## src/qtipp_pkg.sv

```systemverilog
`default_nettype none
package qtipp_pkg;
  // Three-level static selects are carried as two-bit codes.
  localparam logic [1:0] TRIT_LOW  = 2'h0;
  localparam logic [1:0] TRIT_MID  = 2'h1;
  localparam logic [1:0] TRIT_HIGH = 2'h2;
  // Layout of one captured word: special_char_select, parity, control, character.
  localparam int CHAR_W = 8;
  localparam int CTRL_W = 2;
  localparam int WD_LSB = 0;
  localparam int WC_LSB = 8;
  localparam int WP_BIT = 10;
  localparam int WS_BIT = 11;
  localparam int WORD_W = 12;
  localparam int CODE_W = 10;
  // Positive-disparity violation character sent in encoder bypass.
  localparam logic [9:0] C07_POS = 10'h278;
  // Control pair that asks for a word sync sequence.
  localparam logic [1:0] CTL_WSYNC = 2'h3;
  localparam int WS_LEN = 16;
  // Channel count and phase-align buffer depth.
  localparam int NCH_DEF   = 4;
  localparam int BUF_DEPTH = 16;
  // Character period against the reference clock.
  localparam int MCLK_NS  = 40;
  localparam int CHAR_NS  = 320;
  localparam int CHAR_DIV = CHAR_NS / MCLK_NS;
  // Reference edges that must see the buffer reset low.
  localparam int RST_LOW_EDGES = 2;
  // Source handed to the encoder with each character.
  typedef enum logic [2:0] {
    SRC_RAW,
    SRC_DATA,
    SRC_SPECIAL,
    SRC_VIOL,
    SRC_BIST,
    SRC_K285,
    SRC_WSYNC
  } qtipp_src_t;
  // Odd parity over the bits that the parity control selects.
  function automatic logic qtipp_parity_ok(input logic [7:0] d,
                                           input logic [1:0] c,
                                           input logic       p,
                                           input logic [1:0] pctl,
                                           input logic       enc_en);
    logic sum;
    sum = 1'b1;
    if (pctl == TRIT_MID && enc_en)
      sum = ^{d, p};
    else if (pctl != TRIT_LOW)
      sum = ^{d, c, p};
    return sum;
  endfunction : qtipp_parity_ok
endpackage : qtipp_pkg
`default_nettype wire

```

## src/qtipp_tx_front.sv

```systemverilog
`timescale 1ns/1ps
`default_nettype none

module qtipp_fifo #(
  parameter int WIDTH = qtipp_pkg::WORD_W,
  parameter int DEPTH = qtipp_pkg::BUF_DEPTH,
  parameter int AW    = $clog2(DEPTH)
) (
  // Clock and reset.
  input  wire logic             mclk,
  input  wire logic             resetn,
  input  wire logic             flush,
  // Fill side.
  input  wire logic             in_valid,
  input  wire logic [WIDTH-1:0] in_data,
  output logic                  in_ready,
  // Drain side.
  input  wire logic             out_ready,
  output logic                  out_valid,
  output logic [WIDTH-1:0]      out_data,
  output logic [AW:0]           level
);
  typedef struct packed {
    logic [DEPTH-1:0][WIDTH-1:0] mem;
    logic [AW-1:0]               wptr;
    logic [AW-1:0]               rptr;
    logic [AW:0]                 count;
  } qtipp_fifo_st_t;

  qtipp_fifo_st_t st;
  qtipp_fifo_st_t nx;
  logic           wr;
  logic           rd;

  // Pointer step that also suits depths that are not powers of two.
  function automatic logic [AW-1:0] step(input logic [AW-1:0] p);
    return (p == AW'(DEPTH - 1)) ? '0 : p + 1'b1;
  endfunction : step

  // Ready and valid come from the count, so full and empty are exact.
  assign in_ready  = (st.count != (AW + 1)'(DEPTH));
  assign out_valid = (st.count != '0);
  assign out_data  = st.mem[st.rptr];
  assign level     = st.count;
  assign wr        = in_valid && in_ready;
  assign rd        = out_ready && out_valid;

  // Next state; a flush empties the buffer and drops both sides.
  always_comb
  begin
    nx = st;
    if (flush)
    begin
      nx.wptr  = '0;
      nx.rptr  = '0;
      nx.count = '0;
    end
    else
    begin
      if (wr)
      begin
        nx.mem[st.wptr] = in_data;
        nx.wptr         = step(st.wptr);
      end
      if (rd)
        nx.rptr = step(st.rptr);
      if (wr && !rd)
        nx.count = st.count + 1'b1;
      else if (rd && !wr)
        nx.count = st.count - 1'b1;
    end
  end

  // State register.
  always_ff @(posedge mclk or negedge resetn)
  begin
    if (!resetn)
      st <= '0;
    else
      st <= nx;
  end
endmodule : qtipp_fifo

module qtipp_tx_front #(
  parameter int NCH      = qtipp_pkg::NCH_DEF,
  parameter int DEPTH    = qtipp_pkg::BUF_DEPTH,
  parameter int CHAR_DIV = qtipp_pkg::CHAR_DIV
) (
  // Reference clock and reset.
  input  wire logic              mclk,
  input  wire logic              resetn,
  // Host character bus, one lane per channel.
  input  wire logic [NCH-1:0]    chan_input_clock,
  input  wire logic [NCH*8-1:0]  tx_char_bits,
  input  wire logic [NCH*2-1:0]  tx_ctrl_bits,
  input  wire logic [NCH-1:0]    tx_parity_bit,
  input  wire logic              special_char_select,
  // Static configuration and buffer reset.
  input  wire logic [3:0]        tx_mode_select,
  input  wire logic [1:0]        tx_clock_select,
  input  wire logic              tx_rate_select,
  input  wire logic [1:0]        parity_control,
  input  wire logic              tx_buffer_reset,
  // Encoder side.
  output logic                   enc_strobe,
  output logic [NCH*10-1:0]      enc_char,
  output logic [NCH*3-1:0]       enc_source,
  output logic                   enc_special,
  output logic [NCH-1:0]         tx_error_flag
);
  localparam int DW = $clog2(CHAR_DIV + 1);
  localparam int LW = $clog2(DEPTH) + 1;

  typedef struct packed {
    logic [NCH-1:0]                     ck_s1;
    logic [NCH-1:0]                     ck_s2;
    logic [NCH-1:0]                     ck_s3;
    logic [NCH*8-1:0]                   d_s1;
    logic [NCH*8-1:0]                   d_s2;
    logic [NCH*2-1:0]                   c_s1;
    logic [NCH*2-1:0]                   c_s2;
    logic [NCH-1:0]                     p_s1;
    logic [NCH-1:0]                     p_s2;
    logic                               sc_s1;
    logic                               sc_s2;
    logic [3:0]                         m_s1;
    logic [3:0]                         m_s2;
    logic [1:0]                         ck_sel_s1;
    logic [1:0]                         ck_sel_s2;
    logic                               rate_s1;
    logic                               rate_s2;
    logic [1:0]                         pc_s1;
    logic [1:0]                         pc_s2;
    logic                               rst_s1;
    logic                               rst_s2;
    logic [1:0]                         rst_lo;
    logic [DW-1:0]                      div;
    logic                               stb;
    logic [NCH-1:0]                     run;
    logic [NCH-1:0]                     err;
    logic [NCH-1:0]                     perr;
    logic [NCH-1:0]                     flag;
    logic [NCH-1:0][3:0]                ws;
    logic [NCH-1:0][9:0]                chr;
    logic [NCH-1:0][2:0]                src;
    logic                               out_stb;
    logic                               special;
  } qtipp_top_st_t;

  qtipp_top_st_t                            st;
  qtipp_top_st_t                            nx;
  logic                                     hold;
  logic                                     enc_en;
  logic                                     atomic;
  logic                                     buf_en;
  logic                                     sc_in;
  logic                                     sc_app;
  logic [NCH-1:0]                           edge_sel;
  logic [NCH-1:0]                           fifo_wr;
  logic [NCH-1:0]                           fifo_wready;
  logic [NCH-1:0]                           fifo_rd;
  logic [NCH-1:0]                           fifo_rvalid;
  logic [NCH-1:0]                           fifo_flush;
  logic [NCH-1:0]                           recenter;
  logic [NCH-1:0]                           vld;
  logic [NCH-1:0]                           perr;
  logic [NCH-1:0]                           ws_req;
  logic [NCH-1:0][qtipp_pkg::WORD_W-1:0]    wdata;
  logic [NCH-1:0][qtipp_pkg::WORD_W-1:0]    rdata;
  logic [NCH-1:0][qtipp_pkg::WORD_W-1:0]    word;
  logic [NCH-1:0][LW-1:0]                   level;

  // Mode decode from the synchronised static selects.
  // encoder enable
  assign enc_en = (st.m_s2[3:2] != qtipp_pkg::TRIT_LOW);
  assign atomic = (st.m_s2[3:2] == qtipp_pkg::TRIT_MID);
  assign buf_en = (st.ck_sel_s2 != qtipp_pkg::TRIT_LOW) || st.rate_s2;
  // second low edge holds the buffers
  assign hold = !st.rst_s2 && (st.rst_lo == 2'(qtipp_pkg::RST_LOW_EDGES - 1));
  // special select kept only when lower mode is not high
  assign sc_in = st.sc_s2 && (st.m_s2[1:0] != qtipp_pkg::TRIT_HIGH);
  // channel A's captured select drives every channel
  assign sc_app = word[0][qtipp_pkg::WS_BIT];

  genvar gi;
  generate
    for (gi = 0; gi < NCH; gi++)
    begin : g_ch
      // Capture strobe: the internal character strobe when the clock select is low, else the selected input clock's rising edge.
      assign edge_sel[gi] =
        (st.ck_sel_s2 == qtipp_pkg::TRIT_LOW) ? st.stb :
        (st.ck_sel_s2 == qtipp_pkg::TRIT_MID) ? (st.ck_s2[gi] && !st.ck_s3[gi]) :
                                                (st.ck_s2[0] && !st.ck_s3[0]);
      assign wdata[gi] = {sc_in, st.p_s2[gi], st.c_s2[2*gi +: 2], st.d_s2[8*gi +: 8]};
      assign fifo_wr[gi] = buf_en && edge_sel[gi] && !hold;
      assign fifo_rd[gi] = buf_en && st.stb && st.run[gi] && !hold;
      assign word[gi] = buf_en ? rdata[gi] : wdata[gi];
      assign vld[gi] = buf_en ? (fifo_rd[gi] && fifo_rvalid[gi]) : st.stb;
      assign perr[gi] = vld[gi] && !qtipp_pkg::qtipp_parity_ok(
                          word[gi][qtipp_pkg::WD_LSB +: qtipp_pkg::CHAR_W],
                          word[gi][qtipp_pkg::WC_LSB +: qtipp_pkg::CTRL_W],
                          word[gi][qtipp_pkg::WP_BIT], st.pc_s2, enc_en);
      assign ws_req[gi] = (word[gi][qtipp_pkg::WC_LSB +: 2] == qtipp_pkg::CTL_WSYNC);
      // word sync read during an atomic-mode error recentres
      assign recenter[gi] = atomic && st.err[gi] && vld[gi] && buf_en && ws_req[gi];
      assign fifo_flush[gi] = hold || recenter[gi];

      qtipp_fifo #(
        .WIDTH (qtipp_pkg::WORD_W),
        .DEPTH (DEPTH)
      ) u_align (
        .mclk      (mclk),
        .resetn    (resetn),
        .flush     (fifo_flush[gi]),
        .in_valid  (fifo_wr[gi]),
        .in_data   (wdata[gi]),
        .in_ready  (fifo_wready[gi]),
        .out_ready (fifo_rd[gi]),
        .out_valid (fifo_rvalid[gi]),
        .out_data  (rdata[gi]),
        .level     (level[gi])
      );
    end
  endgenerate

  // Next state. Every pin passes two flops before logic reads it.
  always_comb
  begin
    nx           = st;
    nx.ck_s1     = chan_input_clock;
    nx.ck_s2     = st.ck_s1;
    nx.ck_s3     = st.ck_s2;
    nx.d_s1      = tx_char_bits;
    nx.d_s2      = st.d_s1;
    nx.c_s1      = tx_ctrl_bits;
    nx.c_s2      = st.c_s1;
    nx.p_s1      = tx_parity_bit;
    nx.p_s2      = st.p_s1;
    nx.sc_s1     = special_char_select;
    nx.sc_s2     = st.sc_s1;
    nx.m_s1      = tx_mode_select;
    nx.m_s2      = st.m_s1;
    nx.ck_sel_s1 = tx_clock_select;
    nx.ck_sel_s2 = st.ck_sel_s1;
    nx.rate_s1   = tx_rate_select;
    nx.rate_s2   = st.rate_s1;
    nx.pc_s1     = parity_control;
    nx.pc_s2     = st.pc_s1;
    nx.rst_s1    = tx_buffer_reset;
    nx.rst_s2    = st.rst_s1;
    // Internal character clock divided down from the reference.
    nx.stb = (st.div == DW'(CHAR_DIV - 1));
    nx.div = nx.stb ? '0 : st.div + 1'b1;
    nx.out_stb = st.stb;
    // count reference edges that see the reset low
    if (st.rst_s2)
      nx.rst_lo = '0;
    else if (!hold)
      nx.rst_lo = st.rst_lo + 2'h1;
    if (st.stb)
      nx.special = sc_app;
    for (int i = 0; i < NCH; i++)
    begin
      // error sticks; only reset or recentre clears it
      if (hold || recenter[i])
      begin
        nx.err[i] = 1'b0;
        nx.run[i] = 1'b0;
      end
      // overflow or underflow means drift past the centre
      if (!hold && !recenter[i] && st.run[i] &&
          ((fifo_wr[i] && !fifo_wready[i]) || (fifo_rd[i] && !fifo_rvalid[i])))
        nx.err[i] = 1'b1;
      // Reading starts once the buffer is half full.
      if (buf_en && !hold && !recenter[i] && !st.run[i] &&
          level[i] >= LW'(DEPTH / 2))
        nx.run[i] = 1'b1;
      if (hold)
        nx.ws[i] = '0;
      if (st.stb)
      begin
        nx.perr[i] = perr[i];
        nx.chr[i]  = word[i][qtipp_pkg::CODE_W-1:0];
        if (st.err[i] && !recenter[i])
        begin
          // continuous violation while the buffer is in error
          nx.src[i] = enc_en ? qtipp_pkg::SRC_VIOL : qtipp_pkg::SRC_RAW;
          if (!enc_en)
            nx.chr[i] = qtipp_pkg::C07_POS;
        end
        else if (recenter[i])
        begin
          // the recentring word sync still goes out
          nx.src[i] = qtipp_pkg::SRC_WSYNC;
          nx.ws[i]  = 4'(qtipp_pkg::WS_LEN - 1);
        end
        else if (st.ws[i] != '0)
        begin
          nx.src[i] = qtipp_pkg::SRC_WSYNC;
          nx.ws[i]  = st.ws[i] - 4'h1;
        end
        else if (!vld[i])
          nx.src[i] = enc_en ? qtipp_pkg::SRC_K285 : qtipp_pkg::SRC_RAW;
        else if (perr[i])
        begin
          nx.src[i] = enc_en ? qtipp_pkg::SRC_VIOL : qtipp_pkg::SRC_RAW;
          if (!enc_en)
            nx.chr[i] = qtipp_pkg::C07_POS;
        end
        else if (!enc_en)
          // bypass passes the ten bits untouched
          nx.src[i] = qtipp_pkg::SRC_RAW;
        else if (ws_req[i] || (sc_app && word[i][qtipp_pkg::WC_LSB] &&
                 st.m_s2[1:0] == qtipp_pkg::TRIT_MID))
        begin
          nx.src[i] = qtipp_pkg::SRC_WSYNC;
          nx.ws[i]  = 4'(qtipp_pkg::WS_LEN - 1);
        end
        else if (!word[i][qtipp_pkg::WC_LSB])
          nx.src[i] = qtipp_pkg::SRC_DATA;
        else if (sc_app && st.m_s2[1:0] == qtipp_pkg::TRIT_LOW)
          nx.src[i] = qtipp_pkg::SRC_SPECIAL;
        else
          nx.src[i] = qtipp_pkg::SRC_K285;
      end
      // buffer and parity errors share one flag
      nx.flag[i] = nx.err[i] || nx.perr[i];
    end
  end

  // State register; all outputs are taken from it.
  always_ff @(posedge mclk or negedge resetn)
  begin
    if (!resetn)
      st <= '0;
    else
      st <= nx;
  end

  assign enc_strobe    = st.out_stb;
  assign enc_char      = st.chr;
  assign enc_source    = st.src;
  assign enc_special   = st.special;
  assign tx_error_flag = st.flag;

  generate
    for (gi = 0; gi < NCH; gi++)
    begin : g_chk

    end
  endgenerate
endmodule : qtipp_tx_front
`default_nettype wire

```

## config.mk

```make
export PLATFORM = sky130hd
export DESIGN_NAME = qtipp_tx_front
export DESIGN_NICKNAME = d
export VERILOG_FILES = /design/src/qtipp_pkg.sv /design/src/qtipp_tx_front.sv
export SDC_FILE = /design/constraint.sdc
export NUM_CORES = 2
export LEC_CHECK = 0
export BUFFER_PORTS_ARGS = -buffer_cell sky130_fd_sc_hd__buf_2
export CAP_MARGIN = 20
export CORE_UTILIZATION = 40
export CTS_BUF_LIST = sky130_fd_sc_hd__clkbuf_4 sky130_fd_sc_hd__clkbuf_8
export DETAILED_ROUTE_END_ITERATION = 16
export GPL_TIMING_DRIVEN = 1
export PLACE_DENSITY = 0.64
export RECOVER_POWER = 50
export SYNTH_ARGS = -nofsm -noshare
export SYNTH_HDL_FRONTEND = slang
export SYNTH_SLANG_ARGS = --single-unit
```

## constraint.sdc

```tcl
create_clock -name mclk -period 4.9 [get_ports mclk]
set_input_delay 0.735 -clock mclk [delete_from_list [all_inputs] [get_ports mclk]]
set_output_delay 0.735 -clock mclk [all_outputs]
set_load 0.01 [all_outputs]
```

==> Word-level counts from Yosys, hierarchy flattened <==
Index checks and enable logic that the tools add are counted.
{ "word_totals": {"reg_bits": 1035, "in_bits": 61, "wordCells": 578} }
{ "op_classes": {"addsub": 22, "n_lt_le_gt_ge": 16, "eq_ne": 24, "n_mux": 189, "n_bitwise": 4, "n_reduce_logical": 202} }
{ "op_table": {"columns": ["operator", "n"], "rows": [
  ["$bwmux 192", 4],
  ["$mux 10", 24],
  ["$mux 4", 53],
  ["$bmux 12 s4", 4],
  ["$demux 12 s4", 4],
  ["$logic_and 1x1->1", 110],
  ["$mux 3", 34],
  ["$mux 12", 6],
  ["$mux 11", 6],
  ["$mux 13", 4],
  ["$reduce_xor 11->1", 4],
  ["$lt 4x5->1 const B", 8],
  ["$mux 5", 8],
  ["$mux 1", 39],
  ["$add 4x1->4 const B", 9],
  ["$reduce_xor 9->1", 4],
  ["$logic_not 1->1", 34],
  ["$eq 4x4->1 const B", 8],
  ["$reduce_bool 2->1", 15],
  ["$add 5x1->5 const B", 4],
  ["$ge 5x4->1 const B", 4],
  ["$ne 5x5->1 const B", 4],
  ["$reduce_bool 5->1", 4],
  ["$sub 5x1->5 const B", 4],
  ["14 further kinds", 59]
]} }

==> Longest topological paths before layout <==
{ "depth": {"word_depth": 16, "mapped_depth": 18, "mapped_depth_nobuf": 16} }

==> Modules after synthesis <==
From an unflattened synthesis, not the netlist that was laid out.
{ "hier_totals": {"cells_unflattened": 3465, "hier_area_um2": 49044.5} }
{ "by_module_without_submodules": {"columns": ["module", "n_inst", "cells_each", "area_each_um2", "seq_area_each_um2"], "rows": [
  ["qtipp_fifo", 4, 653, 9841.9, 5129.9],
  ["qtipp_tx_front", 1, 853, 9676.8, 5380.2]
]} }

==> Least setup slack after synthesis <==
No wires, ideal clock.
{ "synth_timing": {"path_type": "register -> register", "startpoint": "reg g_ch[1].u_align.st[5] in the netlist's numbering", "endpoint": "reg st (netlist bit enc_char[10])", "arrival_ns": 3.310, "t_required_ns": 4.774, "path_slack_ns": 1.464, "stages_incl_launch_ff": 13, "period_less_slack_ns": 3.436, "path_cell_list": "dfrtp_1 buf_6 mux4_1 mux4_2 nor2_1 nor2_1 xnor3_1 xnor2_1 xor2_1 a22oi_2 or2_1 buf_6 a221o_1"} }
{ "synth_via": {"elab_chain_len": 13} }
{ "synth_rtl": {"columns": ["item", "line_no", "rtl"], "rows": [
  ["start: declaration", "qtipp_tx_front.sv:30", "qtipp_fifo_st_t st;"],
  ["start signal: assignment", "qtipp_tx_front.sv:80", "st <= nx;"],
  ["$bmux 12 s4 (*)", "qtipp_tx_front.sv:43", "assign out_data = st.mem[st.rptr];"],
  ["$mux 11 (not written as such) (*)", "qtipp_tx_front.sv:43", null],
  ["$mux 11 (*)", "qtipp_tx_front.sv:197", "assign word[gi] = buf_en ? rdata[gi] : wdata[gi];"],
  ["$reduce_xor 11->1", "qtipp_pkg.sv:51", "sum = ^{d, c, p};"],
  ["$mux 1", "qtipp_pkg.sv:50", "else if (pctl != TRIT_LOW)"],
  ["$mux 1", "qtipp_pkg.sv:48", "if (pctl == TRIT_MID && enc_en)"],
  ["$logic_not 1->1", "qtipp_tx_front.sv:199", "assign perr[gi] = vld[gi] && !qtipp_pkg::qtipp_parity_ok("],
  ["$logic_and 1x1->1", "qtipp_tx_front.sv:199", null],
  ["$mux 10", "qtipp_tx_front.sv:304", "else if (perr[i])"],
  ["$mux 10", "qtipp_tx_front.sv:302", "else if (!vld[i])"],
  ["$mux 10", "qtipp_tx_front.sv:297", "else if (st.ws[i] != '0)"],
  ["$mux 10", "qtipp_tx_front.sv:291", "else if (recenter[i])"],
  ["$mux 10 (*)", "qtipp_tx_front.sv:284", "if (st.err[i] && !recenter[i])"],
  ["end signal: assignment", "qtipp_tx_front.sv:337", "st <= nx;"],
  ["end: declaration", "qtipp_tx_front.sv:150", "qtipp_top_st_t st;"]
]} }
Mark *: on every way between the ends. The rest lies on a longest branch, timed or not. The select of a mux whose other input is x is not followed.
A chain may end at the register's enable or synchronous reset.

==> Final worst setup path <==
{ "layout_timing": {"startpoint": "reg g_ch[2].u_align.st[5] in the netlist's numbering", "endpoint": "reg g_ch[2].u_align.st[74] in the netlist's numbering"} }
{ "layout_via": {"elab_chain_len": 8} }
{ "layout_rtl": {"columns": ["item", "line_no", "rtl"], "rows": [
  ["start: declaration", "qtipp_tx_front.sv:30", null],
  ["start signal: assignment", "qtipp_tx_front.sv:80", null],
  ["$bmux 12 s4", "qtipp_tx_front.sv:43", null],
  ["$mux 11 (not written as such)", "qtipp_tx_front.sv:43", null],
  ["$mux 11", "qtipp_tx_front.sv:197", null],
  ["$eq 2x2->1", "qtipp_tx_front.sv:203", "assign ws_req[gi] = (word[gi][qtipp_pkg::WC_LSB +: 2] == qtipp_pkg::CTL_WSYNC);"],
  ["$logic_and 1x1->1", "qtipp_tx_front.sv:205", "assign recenter[gi] = atomic && st.err[gi] && vld[gi] && buf_en && ws_req[gi];"],
  ["$logic_or 1x1->1", "qtipp_tx_front.sv:206", "assign fifo_flush[gi] = hold || recenter[gi];"],
  ["$not 1->1 (no source line)", null, null],
  ["$reduce_and 2->1 (no source line)", null, null]
]} }
Every way passes these cells. The select of a mux whose other input is x is not followed.

==> results.md <==
- Share of synthesized registers carrying an async set or reset: 100%
- Vias in the first global route: 29000
- Tcrit/Tclk final: 90.4%
- HPWL after DPL: 72800 um
- Worst setup SP type: flop
- Final WS setup: 0.470 ns
- Via/cell ratio: 5.44
- Max cap viols: 3
- Seq cells post-synth: 987
- Post-Synthesis Net Count: 3450
- Placed instance count: 4774
- Clock Sinks: 987
- Placer Congestion: 0.835
- Commonest cells after routing, fill and taps aside: 979 x dfrtp_1, 617 x mux2_2, 204 x clkbuf_8, 170 x nor2_1, 162 x mux4_2
- Largest net degree at the start of global routing: 135
- Clk root buf: clkbuf_8
- Critical Path AT: 5.15 ns
- CP endpoint kind: flop
- Mapped Avg Cell Area: 13.7 um2
- Die area: 116000 um2
- Initial antenna violation count: 8
- First-pass GRT wire length: 174000 um
- CTS Hold Bufs: 59
- Synth cell types: 86
- EDFF count, synth: 0
- Ports: 119
- CTS tree: yes
- Port bufs: 118
- Seq/Total Area, Yosys: 53.9%
- Post-DP Area: 47900 um2
- Synth top area share: 53.9%
- Starting DRT DRC Count: 2104
- Largest cells by area after synthesis: dfrtp_1 54%, mux2_2 15%, mux4_2 8.0%
- Req. time, crit path: 5.62 ns
- Reg clk slew, reported paths: 0.06 ns
- Resized Gates After CTS: 0
- Yosys warnings: 0
- Area leader, netlist: dfrtp_1
- Slew Limit Fails: 116
- Tightest Pin Transition: 2.65 ns
- RSZ-0062 raised after global routing: false
- Pwr dens: 575 nW/um2
- Failing checks: max-capacitance violations, max-slew violations
- Non-Filler Instances: 5140
- H-tree levels: 4
- Starting Density: 40.5%
- Setup TNS: 0 ns
- Avg WL per Cell: 21.4 um
- Status: complete, but fails checks
- Post-route antenna net violation count: 0
- Share of cells above drive strength 1: 37.5%
- Leak: 24.1 nW
- Die width: 341 um
- Growth of design area from synthesis to finish: 13.7%
- Clk_lat worst skew: 0.88 ns
- Post-place setup slack: 0.509 ns
- Final hold violation count: 0
- Total GRT Usage: 19.3%
- Nets: 3617
- Tmin final: 4.43 ns
- Mapped Cells: 3339
- FMAX: 0.226 GHz
- GRT Residual Overflow: 0
- CP Max Fanout: 28
- Via count: 28000
- CTS Buf Count: 170
- DRT Pass-1 Iters: 5
- Main flop type after synthesis: dfrtp_1
- Synthesized area: 45800 um2
- Num rows: 123
- VDD IR max: 0.394 mV
- Fin area: 52100 um2
- Die Y: 341 um
- Clock Skew: 0.0731 ns
- Worst min path class: input pin to flop
- WL final: 110000 um
- DRC Markers: 0
- Clock tree buffer depth: 3
- Setup violators final: 0
- Headroom to the max-slew limit: -76.5%
- Commonest non-fill, non-tap cell in the layout: dfrtp_1
- Crit Path Category: flop to flop
- CORE AREA: 113000 um2
- Postcts setup bufs: 0
## final cells by class
class                      instances  area [um2]
antenna                            2        5.00
clock buffer                     260        3230
clock inverter                    44         483
fill                           10100       61000
inverter                          43         161
multi-input combinational       2003       19400
sequential                       987       24700
tap                             1500        1880
timing repair buffer             301        2240
## metrics by stage
step | power, W | hold WS, ns | util (%)
6_report | 0.0299 | 0.149 | 46.1
5_1_grt | 0.0317 | 0.0872 | 46.1
4_1_cts | 0.0303 | 0.0207 | 46.1
3_5_place_dp | 0.0220 | 0.335 | 42.3
3_3_place_gp | 0.0218 | 0.332 | 42.3
2_1_floorplan | 0.0195 | 0.331 | -
## worst paths after layout
check	cells after the start	endpoint	slack [ns]	from
max reg2reg	9	g_ch[2].u_align.st[74]$_DFFE_PN0P_	0.47	g_ch[2].u_align.st[5]$_DFFE_PN0P_
max in group asynchronous	3	g_ch[1].u_align.st[6]$_DFFE_PN0P_	0.93	resetn
min	1	nx[105]$_DFF_PN0_	0.15	tx_mode_select[0]
min reg2reg	0	st[105]$_DFF_PN0_	0.33	nx[105]$_DFF_PN0_
max	9	g_ch[2].u_align.st[74]$_DFFE_PN0P_	0.47	g_ch[2].u_align.st[5]$_DFFE_PN0P_
min in group asynchronous	2	g_ch[0].u_align.st[97]$_DFFE_PN0P_	1.23	resetn
## power breakdown
group / total (W) / switching (W) / leakage, nW / internal [W]
clock: 0.00803 / 0.00351 / 1.98 / 0.00452
combinational: 0.0101 / 0.00480 / 9.29 / 0.00526
sequential: 0.0119 / 0.00159 / 12.9 / 0.0103
total: 0.0299 / 0.00991 / 24.1 / 0.0200
## sequential cells by signal (all words and copies together), names as in the netlist
register / cells
enc_char: 40
enc_source: 12
enc_special: 1
enc_strobe: 1
g_ch.u_align.level: 20
g_ch.u_align.st: 752
nx: 64
st: 93
tx_error_flag: 4
## layer usage
layer	part of all wire, %	track usage, %	up-vias
li1	-	-	12500
met1	46	27.1	14600
met2	46	29.6	677
met3	5.7	4.51	182
met4	2.6	6.19	0
met5	0	0	-
## Yosys cell counts (all sizes together) (21+ instances only)
master,instances
ha,46
a31oi,29
nand3,50
o21ai,53
a21o,21
mux2i,69
a211oi,21
nor2,172
inv,43
a21oi,106
xor2,37
xnor2,44
buf,198
mux2,739
nand2,139
clkbuf,108
mux4,167
nor2b,26
nor3,25
dfrtp,987
a22oi,43
## cell families after synthesis
kind of cell	count (synthesis)	share of synthesized area [%]
AOI/OAI and AO/OA	393	5.90
xor gates and xnor gates	88	1.89
adders and majority gates	50	1.43
buffers and inverters	349	3.83
DFF	987	53.9
muxes	975	28.0
and+or+nand+nor	497	5.11
## worst max-delay path, cell delays in order, from the launching register on
cell	delay [ns]
dfrtp_2	0.89
mux4_2	0.60
mux2i_1	0.16
nor3_1	0.06
a211o_1	0.40
nor2b_1	0.21
nand4_1	0.21
and3_1	0.57
nand3_1	0.68
mux2_2	0.49
(Power assumes the default switching activity.)
